===== config.mk =====
export PLATFORM = sky130hd
export DESIGN_NAME = ccs_command_status
export DESIGN_NICKNAME = d
export VERILOG_FILES = /design/src/hw/ccs_pkg.sv /design/src/hw/ccs_command_status.sv /design/src/hw/ccs_delay.sv /design/src/hw/ccs_sticky.sv
export SDC_FILE = /design/constraint.sdc
export NUM_CORES = 1
export LEC_CHECK = 0
export ABC_AREA = 1
export BUFFER_PORTS_ARGS = -buffer_cell sky130_fd_sc_hd__buf_4
export CORE_MARGIN = 2
export CORE_UTILIZATION = 53
export CTS_BUF_LIST = sky130_fd_sc_hd__clkbuf_16
export CTS_CLUSTER_SIZE = 20
export DETAILED_ROUTE_END_ITERATION = 7
export MAX_ROUTING_LAYER = met4
export PLACE_DENSITY = 0.83
export SKIP_LAST_GASP = 1
export SLEW_MARGIN = 25
export SYNTH_ARGS = -nofsm -noshare
export SYNTH_HDL_FRONTEND = slang
export SYNTH_SLANG_ARGS = --single-unit

===== constraint.sdc =====
create_clock -name clk -period 2.65 [get_ports clk]
set_input_delay 0.1325 -clock clk [delete_from_list [all_inputs] [get_ports clk]]
set_output_delay 0.1325 -clock clk [all_outputs]
set_load 0.005 [all_outputs]

===== src/hw/ccs_pkg.sv =====
// Shared constants, command codes and field layout of the command and status unit.
package ccs_pkg;

   // ***********************************************
   // Command codes in the top three bits of a command byte
   // ***********************************************
   typedef enum logic [2:0] {
      CCS_CMD_RESET = 3'b000,
      CCS_CMD_START = 3'b001,
      CCS_CMD_STOP = 3'b010,
      CCS_CMD_PEN = 3'b011,
      CCS_CMD_CURSOR = 3'b100,
      CCS_CMD_IRQ_ON = 3'b101,
      CCS_CMD_IRQ_OFF = 3'b110,
      CCS_CMD_PRESET = 3'b111
   } ccs_cmd_t;

   // ***********************************************
   // Parameter byte counts per command
   // ***********************************************
   localparam logic [2:0] CCS_NEED_RESET = 3'h4;
   localparam logic [2:0] CCS_NEED_PAIR = 3'h2;
   localparam logic [2:0] CCS_NEED_NONE = 3'h0;
   localparam logic [2:0] CCS_IDX_MAX = 3'h7;

   // ***********************************************
   // Status byte bit positions and sticky flag indices
   // ***********************************************
   localparam int CCS_ST_IE = 6;
   localparam int CCS_ST_VE = 2;
   localparam int CCS_FLAGS = 5;
   localparam int CCS_FL_IR = 4;
   localparam int CCS_FL_LP = 3;
   localparam int CCS_FL_IC = 2;
   localparam int CCS_FL_DU = 1;
   localparam int CCS_FL_FO = 0;

   // ***********************************************
   // Timing counts in character clocks
   // ***********************************************
   localparam logic [5:0] CCS_PRESET_CLOCKS = 6'h02;
   localparam logic [5:0] CCS_RELEASE_CLOCKS = 6'h02;
   localparam logic [5:0] CCS_HR_BASE = 6'h02;
   localparam logic [5:0] CCS_GAP_STEP_LESS = 6'h01;

   // ***********************************************
   // Values after reset
   // ***********************************************
   localparam logic [7:0] CCS_BYTE_RESET = 8'h00;
   localparam logic [4:0] CCS_LINES_RESET = 5'h01;
   localparam logic [5:0] CCS_HR_RESET = 6'h02;
   localparam logic [3:0] CCS_BURST_RESET = 4'h1;
   localparam ccs_cmd_t CCS_CMD_IDLE = CCS_CMD_START;

   // Returns how many parameter bytes a command expects.
   function automatic logic [2:0] ccs_param_need(input ccs_cmd_t cmd);
      case (cmd)
         CCS_CMD_RESET: ccs_param_need = CCS_NEED_RESET;
         CCS_CMD_PEN: ccs_param_need = CCS_NEED_PAIR;
         CCS_CMD_CURSOR: ccs_param_need = CCS_NEED_PAIR;
         default: ccs_param_need = CCS_NEED_NONE;
      endcase
   endfunction

endpackage


===== src/hw/ccs_command_status.sv =====
// Command decoder, format fields and status flags of the raster display controller.
module ccs_command_status
   import ccs_pkg::*;
(
   input logic clk,
   input logic rst_n,
   input logic bus_wr,
   input logic bus_rd,
   input logic register_select,
   input logic [7:0] wr_data,
   output logic [7:0] rd_data,
   input logic pen_input,
   input logic [7:0] pen_char,
   input logic [7:0] pen_row,
   input logic last_row_start,
   input logic hretrace_start,
   input logic vretrace_level,
   input logic vretrace_end,
   input logic underrun_event,
   input logic overrun_event,
   output logic [7:0] controller_status,
   output logic irq_out,
   output logic horizontal_retrace_out,
   output logic vertical_retrace_out,
   output logic video_suppress_out,
   output logic dma_enable,
   output logic [2:0] burst_gap_code,
   output logic [5:0] burst_gap_clocks,
   output logic [1:0] burst_len_code,
   output logic [3:0] burst_len,
   output logic spaced_rows,
   output logic [6:0] chars_per_row_code,
   output logic [1:0] vretrace_rows_code,
   output logic [5:0] rows_per_frame_code,
   output logic [3:0] underline_line,
   output logic blank_edge_lines,
   output logic [3:0] lines_per_row_field,
   output logic [4:0] lines_per_row,
   output logic line_mode_offset,
   output logic field_attr_opaque,
   output logic [1:0] cursor_style_code,
   output logic cursor_blink,
   output logic cursor_block,
   output logic [3:0] hretrace_count_field,
   output logic [5:0] hretrace_clocks,
   output logic [7:0] cursor_char,
   output logic [7:0] cursor_row,
   output logic counter_preset,
   output logic preset_hold,
   output logic first_row_go
);

   // ***********************************************
   // Host access decode
   // ***********************************************
   logic cmd_wr;
   logic stat_rd;
   logic param_acc;
   logic param_wr;
   logic param_rd;
   ccs_cmd_t cmd_in;

   assign cmd_wr = bus_wr & register_select;
   assign stat_rd = bus_rd & register_select;
   assign param_wr = bus_wr & ~register_select;
   assign param_rd = bus_rd & ~register_select;
   assign param_acc = param_wr | param_rd;
   assign cmd_in = ccs_cmd_t'(wr_data[7:5]);

   // ***********************************************
   // State
   // ***********************************************
   ccs_cmd_t cmd_reg;
   ccs_cmd_t cmd_next;
   logic [2:0] pidx_reg;
   logic [2:0] pidx_next;
   logic ie_reg;
   logic ie_next;
   logic ve_reg;
   logic ve_next;
   logic dma_on_reg;
   logic dma_on_next;
   logic ublank_reg;
   logic ublank_next;
   logic pen_prev_reg;
   logic [7:0] pen_char_reg;
   logic [7:0] pen_char_next;
   logic [7:0] pen_row_reg;
   logic [7:0] pen_row_next;
   logic [7:0] rd_next;
   logic hold_next;
   logic preset_load;
   logic release_load;
   logic [CCS_FLAGS-1:0] flag_set;
   logic [CCS_FLAGS-1:0] flags;
   logic [2:0] need;
   logic pen_fire;
   logic [2:0] gap_code_next;
   logic [5:0] gap_clocks_next;
   logic [1:0] len_code_next;
   logic [3:0] len_next;
   logic spaced_next;
   logic [6:0] chars_next;
   logic [1:0] vrows_next;
   logic [5:0] rows_next;
   logic [3:0] uline_next;
   logic [3:0] lfield_next;
   logic [4:0] lines_next;
   logic lmode_next;
   logic fattr_next;
   logic [1:0] cstyle_next;
   logic [3:0] hfield_next;
   logic [5:0] hclocks_next;
   logic [7:0] cchar_next;
   logic [7:0] crow_next;

   assign need = ccs_param_need(cmd_reg);
   assign pen_fire = pen_input & ~pen_prev_reg;

   // ***********************************************
   // Command and parameter sequencing
   // ***********************************************
   always_comb begin
      cmd_next = cmd_reg;
      pidx_next = pidx_reg;
      ie_next = ie_reg;
      ve_next = ve_reg;
      dma_on_next = dma_on_reg;
      hold_next = preset_hold;
      preset_load = 1'b0;
      release_load = 1'b0;
      flag_set = '0;
      gap_code_next = burst_gap_code;
      gap_clocks_next = burst_gap_clocks;
      len_code_next = burst_len_code;
      len_next = burst_len;
      spaced_next = spaced_rows;
      chars_next = chars_per_row_code;
      vrows_next = vretrace_rows_code;
      rows_next = rows_per_frame_code;
      uline_next = underline_line;
      lfield_next = lines_per_row_field;
      lines_next = lines_per_row;
      lmode_next = line_mode_offset;
      fattr_next = field_attr_opaque;
      cstyle_next = cursor_style_code;
      hfield_next = hretrace_count_field;
      hclocks_next = hretrace_clocks;
      cchar_next = cursor_char;
      crow_next = cursor_row;
      if (cmd_wr) begin
         cmd_next = cmd_in;
         pidx_next = 3'h0;
         if (pidx_reg < need) begin
            flag_set[CCS_FL_IC] = 1'b1;
         end
         if (preset_hold && cmd_in != CCS_CMD_PRESET) begin
            hold_next = 1'b0;
            release_load = 1'b1;
         end
         case (cmd_in)
            CCS_CMD_RESET: begin
               ie_next = 1'b0;
               ve_next = 1'b0;
               dma_on_next = 1'b0;
            end
            CCS_CMD_START: begin
               ie_next = 1'b1;
               ve_next = 1'b1;
               dma_on_next = 1'b1;
               gap_code_next = wr_data[4:2];
               if (wr_data[4:2] == 3'h0) begin
                  gap_clocks_next = 6'h00;
               end else begin
                  gap_clocks_next = {wr_data[4:2], 3'h0} - CCS_GAP_STEP_LESS;
               end
               len_code_next = wr_data[1:0];
               len_next = 4'(4'h1 << wr_data[1:0]);
            end
            CCS_CMD_STOP: begin
               ve_next = 1'b0;
            end
            CCS_CMD_IRQ_ON: begin
               ie_next = 1'b1;
            end
            CCS_CMD_IRQ_OFF: begin
               ie_next = 1'b0;
            end
            CCS_CMD_PRESET: begin
               hold_next = 1'b1;
               preset_load = 1'b1;
            end
            default: begin
               cmd_next = cmd_in;
            end
         endcase
      end else if (param_acc) begin
         if (pidx_reg >= need) begin
            flag_set[CCS_FL_IC] = 1'b1;
         end
         if (pidx_reg != CCS_IDX_MAX) begin
            pidx_next = pidx_reg + 3'h1;
         end
         if (param_wr && cmd_reg == CCS_CMD_RESET) begin
            case (pidx_reg)
               3'h0: begin
                  spaced_next = wr_data[7];
                  chars_next = wr_data[6:0];
               end
               3'h1: begin
                  vrows_next = wr_data[7:6];
                  rows_next = wr_data[5:0];
               end
               3'h2: begin
                  uline_next = wr_data[7:4];
                  lfield_next = wr_data[3:0];
                  lines_next = {1'b0, wr_data[3:0]} + 5'h01;
               end
               3'h3: begin
                  lmode_next = wr_data[7];
                  fattr_next = wr_data[6];
                  cstyle_next = wr_data[5:4];
                  hfield_next = wr_data[3:0];
                  hclocks_next = {1'b0, wr_data[3:0], 1'b0} + CCS_HR_BASE;
               end
               default: begin
                  spaced_next = spaced_rows;
               end
            endcase
         end
         if (param_wr && cmd_reg == CCS_CMD_CURSOR) begin
            if (pidx_reg == 3'h0) begin
               cchar_next = wr_data;
            end else if (pidx_reg == 3'h1) begin
               crow_next = wr_data;
            end
         end
      end
      if (last_row_start && ie_reg) begin
         flag_set[CCS_FL_IR] = 1'b1;
      end
      if (pen_fire) begin
         flag_set[CCS_FL_LP] = 1'b1;
      end
      if (underrun_event) begin
         flag_set[CCS_FL_DU] = 1'b1;
      end
      if (overrun_event) begin
         flag_set[CCS_FL_FO] = 1'b1;
      end
   end

   // ***********************************************
   // Pen capture, underrun blanking and read data
   // ***********************************************
   always_comb begin
      pen_char_next = pen_char_reg;
      pen_row_next = pen_row_reg;
      if (pen_fire) begin
         pen_char_next = pen_char;
         pen_row_next = pen_row;
      end
      ublank_next = ublank_reg;
      if (vretrace_end) begin
         ublank_next = 1'b0;
      end
      if (underrun_event) begin
         ublank_next = 1'b1;
      end
      rd_next = rd_data;
      if (stat_rd) begin
         // Live flags are read so a flag set just before the read is reported, not cleared unseen.
         rd_next = {1'b0, ie_reg, flags[CCS_FL_IR], flags[CCS_FL_LP], flags[CCS_FL_IC],
                    ve_reg, flags[CCS_FL_DU], flags[CCS_FL_FO]};
      end else if (param_rd) begin
         rd_next = CCS_BYTE_RESET;
         if (cmd_reg == CCS_CMD_PEN && pidx_reg == 3'h0) begin
            rd_next = pen_char_reg;
         end else if (cmd_reg == CCS_CMD_PEN && pidx_reg == 3'h1) begin
            rd_next = pen_row_reg;
         end
      end
   end

   // ***********************************************
   // Registers
   // ***********************************************
   always_ff @(posedge clk) begin
      if (!rst_n) begin
         cmd_reg <= CCS_CMD_IDLE;
         pidx_reg <= 3'h0;
         ie_reg <= 1'b0;
         ve_reg <= 1'b0;
         dma_on_reg <= 1'b0;
         ublank_reg <= 1'b0;
         pen_prev_reg <= 1'b0;
         pen_char_reg <= CCS_BYTE_RESET;
         pen_row_reg <= CCS_BYTE_RESET;
         rd_data <= CCS_BYTE_RESET;
         controller_status <= CCS_BYTE_RESET;
         irq_out <= 1'b0;
         vertical_retrace_out <= 1'b0;
         video_suppress_out <= 1'b1;
         dma_enable <= 1'b0;
         preset_hold <= 1'b0;
         burst_gap_code <= 3'h0;
         burst_gap_clocks <= 6'h00;
         burst_len_code <= 2'h0;
         burst_len <= CCS_BURST_RESET;
         spaced_rows <= 1'b0;
         chars_per_row_code <= 7'h00;
         vretrace_rows_code <= 2'h0;
         rows_per_frame_code <= 6'h00;
         underline_line <= 4'h0;
         blank_edge_lines <= 1'b0;
         lines_per_row_field <= 4'h0;
         lines_per_row <= CCS_LINES_RESET;
         line_mode_offset <= 1'b0;
         field_attr_opaque <= 1'b0;
         cursor_style_code <= 2'h0;
         cursor_blink <= 1'b1;
         cursor_block <= 1'b0;
         hretrace_count_field <= 4'h0;
         hretrace_clocks <= CCS_HR_RESET;
         cursor_char <= CCS_BYTE_RESET;
         cursor_row <= CCS_BYTE_RESET;
      end else begin
         cmd_reg <= cmd_next;
         pidx_reg <= pidx_next;
         ie_reg <= ie_next;
         ve_reg <= ve_next;
         dma_on_reg <= dma_on_next;
         ublank_reg <= ublank_next;
         pen_prev_reg <= pen_input;
         pen_char_reg <= pen_char_next;
         pen_row_reg <= pen_row_next;
         rd_data <= rd_next;
         // Status mirrors the flags one clock later; a status read returns the live flags, not this copy.
         controller_status <= {1'b0, ie_next, flags[CCS_FL_IR], flags[CCS_FL_LP],
                               flags[CCS_FL_IC], ve_next, flags[CCS_FL_DU],
                               flags[CCS_FL_FO]};
         irq_out <= flags[CCS_FL_IR];
         vertical_retrace_out <= vretrace_level;
         video_suppress_out <= ~ve_next | ublank_next;
         dma_enable <= dma_on_next & ~ublank_next;
         preset_hold <= hold_next;
         burst_gap_code <= gap_code_next;
         burst_gap_clocks <= gap_clocks_next;
         burst_len_code <= len_code_next;
         burst_len <= len_next;
         spaced_rows <= spaced_next;
         chars_per_row_code <= chars_next;
         vretrace_rows_code <= vrows_next;
         rows_per_frame_code <= rows_next;
         underline_line <= uline_next;
         blank_edge_lines <= uline_next[3];
         lines_per_row_field <= lfield_next;
         lines_per_row <= lines_next;
         line_mode_offset <= lmode_next;
         field_attr_opaque <= fattr_next;
         cursor_style_code <= cstyle_next;
         cursor_blink <= ~cstyle_next[1];
         cursor_block <= ~cstyle_next[0];
         hretrace_count_field <= hfield_next;
         hretrace_clocks <= hclocks_next;
         cursor_char <= cchar_next;
         cursor_row <= crow_next;
      end
   end

   // ***********************************************
   // Sticky flags and timers
   // ***********************************************
   ccs_sticky #(
      .N(CCS_FLAGS)
   ) u_flags (
      .clk(clk),
      .rst_n(rst_n),
      .set(flag_set),
      .clear(stat_rd),
      .flags(flags)
   );

   // Retrace keeps running through reset and stop commands.
   ccs_delay #(
      .W(6)
   ) u_hretrace (
      .clk(clk),
      .rst_n(rst_n),
      .load(hretrace_start),
      .count(hretrace_clocks),
      .busy(horizontal_retrace_out),
      .done()
   );

   ccs_delay #(
      .W(6)
   ) u_preset (
      .clk(clk),
      .rst_n(rst_n),
      .load(preset_load),
      .count(CCS_PRESET_CLOCKS),
      .busy(counter_preset),
      .done()
   );

   ccs_delay #(
      .W(6)
   ) u_release (
      .clk(clk),
      .rst_n(rst_n),
      .load(release_load),
      .count(CCS_RELEASE_CLOCKS),
      .busy(),
      .done(first_row_go)
   );

endmodule // ccs_command_status


===== src/hw/ccs_delay.sv =====
// Loadable down counter that stays busy for a given number of clocks.
module ccs_delay #(
   parameter int W = 6
) (
   input logic clk,
   input logic rst_n,
   input logic load,
   input logic [W-1:0] count,
   output logic busy,
   output logic done
);

   logic [W-1:0] count_reg;
   logic [W-1:0] count_next;
   logic busy_next;
   logic done_next;

   always_comb begin
      count_next = count_reg;
      busy_next = 1'b0;
      done_next = 1'b0;
      if (load) begin
         count_next = count;
         busy_next = (count != '0);
      end else if (count_reg != '0) begin
         count_next = count_reg - 1'b1;
         busy_next = (count_reg > 1);
         done_next = (count_reg == 1);
      end
   end

   always_ff @(posedge clk) begin
      if (!rst_n) begin
         count_reg <= '0;
         busy <= 1'b0;
         done <= 1'b0;
      end else begin
         count_reg <= count_next;
         busy <= busy_next;
         done <= done_next;
      end
   end

endmodule // ccs_delay


===== src/hw/ccs_sticky.sv =====
// Bank of sticky flags that hardware sets and a status read clears.
module ccs_sticky #(
   parameter int N = 5
) (
   input logic clk,
   input logic rst_n,
   input logic [N-1:0] set,
   input logic clear,
   output logic [N-1:0] flags
);

   logic [N-1:0] flags_next;

   // A set in the clearing cycle is kept.
   always_comb begin
      flags_next = (clear ? '0 : flags) | set;
   end

   always_ff @(posedge clk) begin
      if (!rst_n) begin
         flags <= '0;
      end else begin
         flags <= flags_next;
      end
   end

endmodule // ccs_sticky


==> out/results.tsv <==
metric	value	unit
holdWs	0.01839	ns
syn-cell-area	5801	um2
post_route_cells_drive_above_1_share	21.21	%
total_switching_power	1.635	mW
wire_length_of_the_first_global_routing_pass	23.43	mm
power.density_cell_area	744.6	nW/um2
setup_tns_final	0	ns
vias_per_cell	5.145	
portBuffers	134	
dieHeight	108.6	um
sw_frac_of_total	28.98	%
placement.setup.worst_slack	0.8199	ns
cts.clk_slew.worst_paths	0.06	ns
rr_endpoint	lines_per_row[4]	
routed_wirelength	14.63	mm
power.combinational.fraction	16.6	%
cts-hold-fix-buffers	19	
whs_endpoint	pen_row_reg[1]	
hold_path_startpoint	pen_row[1]	
final_hold_vios	0	
period_needed	1.858	ns
hold-path-cell-count	3	
max-slew-margin-rel	40.23	%
critical_path_required	2.95	ns
final-max-slew-violation-count	0	
library_cell_with_the_highest_instance_count_after_synthesis	dfxtp_1	
cts_root_cell	clkbuf_16	
post_route_clock_period_utilization	70.11	%
grt-ovfl-total	0	
max_slew.worst_pin.slew	0.8956	ns
antenna-diode-count	0	
synth-edff-count	0	
die_width	108.6	um
timing.critical_path.slowest_cell_delay	0.58	ns
critPathMaxFanout	21	
end_kind	register	
yosysSeqAreaShare	49.35	%
drv_cap	0	
drt-wirelength-per-cell	14.38	um
count_of_boundary_i_o_pins	137	
drc	0	
synth_largest_type_area_fraction	49.35	%
postCtsSetupBuffers	0	
reg_to_reg_setup_timing_slack	0.79	ns
synthesis.area_per_instance	8.023	um2
number_of_antenna_violations_at_the_first_check_in_global_routing	0	
timing.hold.worst.class	in -> reg	
synth-main-ff-cell	dfxtp_1	
core_area	10750	um2
routabilityCongestion	0.8819	
crit_path_start_kind	register	
design_power_total	5.641	mW
worstSkewPairLatency	0.42	ns
cp_num_buf_inv	1	
largest_buffer_count_on_any_clock_path	2	
grt_max_degree	56	
source_of_the_worst_register_to_register_timing_path	cmd_reg[0]	
most_area_consuming_cells_after_synthesis	dfxtp_1 (49%), o21ai_0 (8.4%), a21oi_1 (7.6%)	
cts.sinks	143	
cts_resized	0	
worst-setup-path-type	reg -> reg	
timing.critical_path.slowest_stage_cell	nor2_2	
finClkSkew	0.01218	ns
int_pwr	4.006	mW
hpwl	9.672	mm
routed-via-count	5232	
unrepaired_setup_endpoints_after_global_routing	false	
postSynthCellCount	723	
vdd_drop_max	375.4	uV
run_status	finished, final reports clean	
worst-endpoint-arrival	2.16	ns
number_of_distinct_library_cells_after_synthesis	36	
ant_nets	0	
synth_area_leader_cell	dfxtp_1	
number_of_cell_instances_on_the_worst_register_to_register_path	6	
drt-initial-drc-count	273	
postSynthRegisterBits	143	
worst_path_dominant_cell_family	simple AND/OR/NAND/NOR gates	
power_frac_clock	40.9	%
initial_utilization	53.98	%
synthToLayoutAreaGrowth	30.61	%
cts_tree	done	
synthesis.yosys.warnings	0	
via_count_of_the_first_global_routing_pass	4790	
synth.top_cells.by_count	dfxtp_1 (143), nand2_1 (103), o21ai_0 (97)	
static-leakage-power	3.496	nW
dieArea	11800	um2
final_worst_setup_slack	0.7921	ns
max_clock_freq	0.5382	GHz
crit_path_cell_trace	nor2_2 > nand3_4 > nor2_2 > inv_1 > nor2_1 > nor2_1	
cts_buffers	17	
number_of_rows_in_the_core_area	38	
asyncSetResetFlopFracSynth	0	%
report.final.setup_viol	0	
layout.nets	922	
cts.htree.levels	4	
track_usage	26.17	%
p_seq_share	42.6	%
drt_pre_antenna_iters	5	
-- cells in the final DEF, fill, tap and decap left out, types with 3 or more instances in the layout --
master	netlist	layout
clkinv_1	8	9
clkinvlp_4	0	3
buf_4	14	137
dlygate4sd3_1	0	19
nand2_1	103	103
o21ai_0	97	97
xnor2_1	4	4
nand4_1	4	4
nor3_1	4	4
inv_6	0	7
nor2_1	87	87
nor2_4	9	9
ha_1	22	22
a21oi_1	88	88
dfxtp_1	143	143
nand3_1	27	27
a22o_1	4	4
clkbuf_16	0	17
inv_1	63	63
xor2_1	7	7
-- power groups by stage --
stage	combinational, mW	sequential [mW]	clock (mW)
after floorplan	0.668	2.42	0
after global placement	0.878	2.44	0
after detailed placement	0.890	2.44	0
after CTS	0.927	2.40	2.32
after global routing	1.07	2.42	2.43
final	0.936	2.40	2.30
-- final cells by class --
cell class | count | area (um2)
Clock inverter | 15 | 146.4
Timing Repair Buffer | 156 | 1219
Fill cell | 824 | 3169
Tap cell | 140 | 175.2
Clock buffer | 17 | 425.4
Inverter | 72 | 272.8
Multi-Input combinational cell | 474 | 2475
Sequential cell | 143 | 2863
-- per-stage QoR --
stage / std cells / cell area [um2] / util (%)
2_1_floorplan: 724 / 5804 / -
3_3_place_gp: 966 / 6814 / 63.41
3_5_place_dp: 966 / 6814 / 63.41
4_1_cts: 1017 / 7576 / 70.51
5_1_grt: 1017 / 7576 / 70.51
6_report: 1017 / 7576 / 70.51
-- worst reg2reg max path: stages, from the launching register on --
cell and delay [ns]:
dfxtp_1 0.34, nor2_2 0.23, nand3_4 0.17, nor2_2 0.58, inv_1 0.22, nor2_1 0.15, nor2_1 0.06
-- how the worst max path moves through the flow --
stage | startpoint | end | slack [ns] | depth (start not counted)
2_1_floorplan | cmd_reg[0] | u_flags.flags[2] | 1.25 | 7
3_3_place_gp | cmd_reg[0] | lines_per_row[1] | 0.87 | 6
3_5_place_dp | cmd_reg[0] | lines_per_row[2] | 0.82 | 6
4_1_cts | cmd_reg[0] | lines_per_row[2] | 0.81 | 6
5_1_grt | cmd_reg[0] | lines_per_row[3] | 0.59 | 6
6_report | cmd_reg[0] | lines_per_row[4] | 0.79 | 6
-- metal layers --
layer | vias to the layer above | share of wire [%] | GRT usage (%)
met4 | 0 | 1.2 | 6.777
met2 | 175 | 47 | 39.87
li1 | 2641 | - | -
met5 | - | 0 | -
met3 | 16 | 7.5 | 8.727
met1 | 2400 | 45 | 33.60
-- kinds of logic (layout without fill, tap and decap cells) --
group	after synthesis	in the layout	synth area share, %
simple gates	241	241	18.25
compound gates	198	198	17.88
flops	143	143	49.35
buf+inv	107	260	8.046
fa+ha+maj	22	22	4.745
xor+xnor	11	11	1.661
other cells	1	2	0.06465
Note: power is estimated with default switching activity, not from simulation.
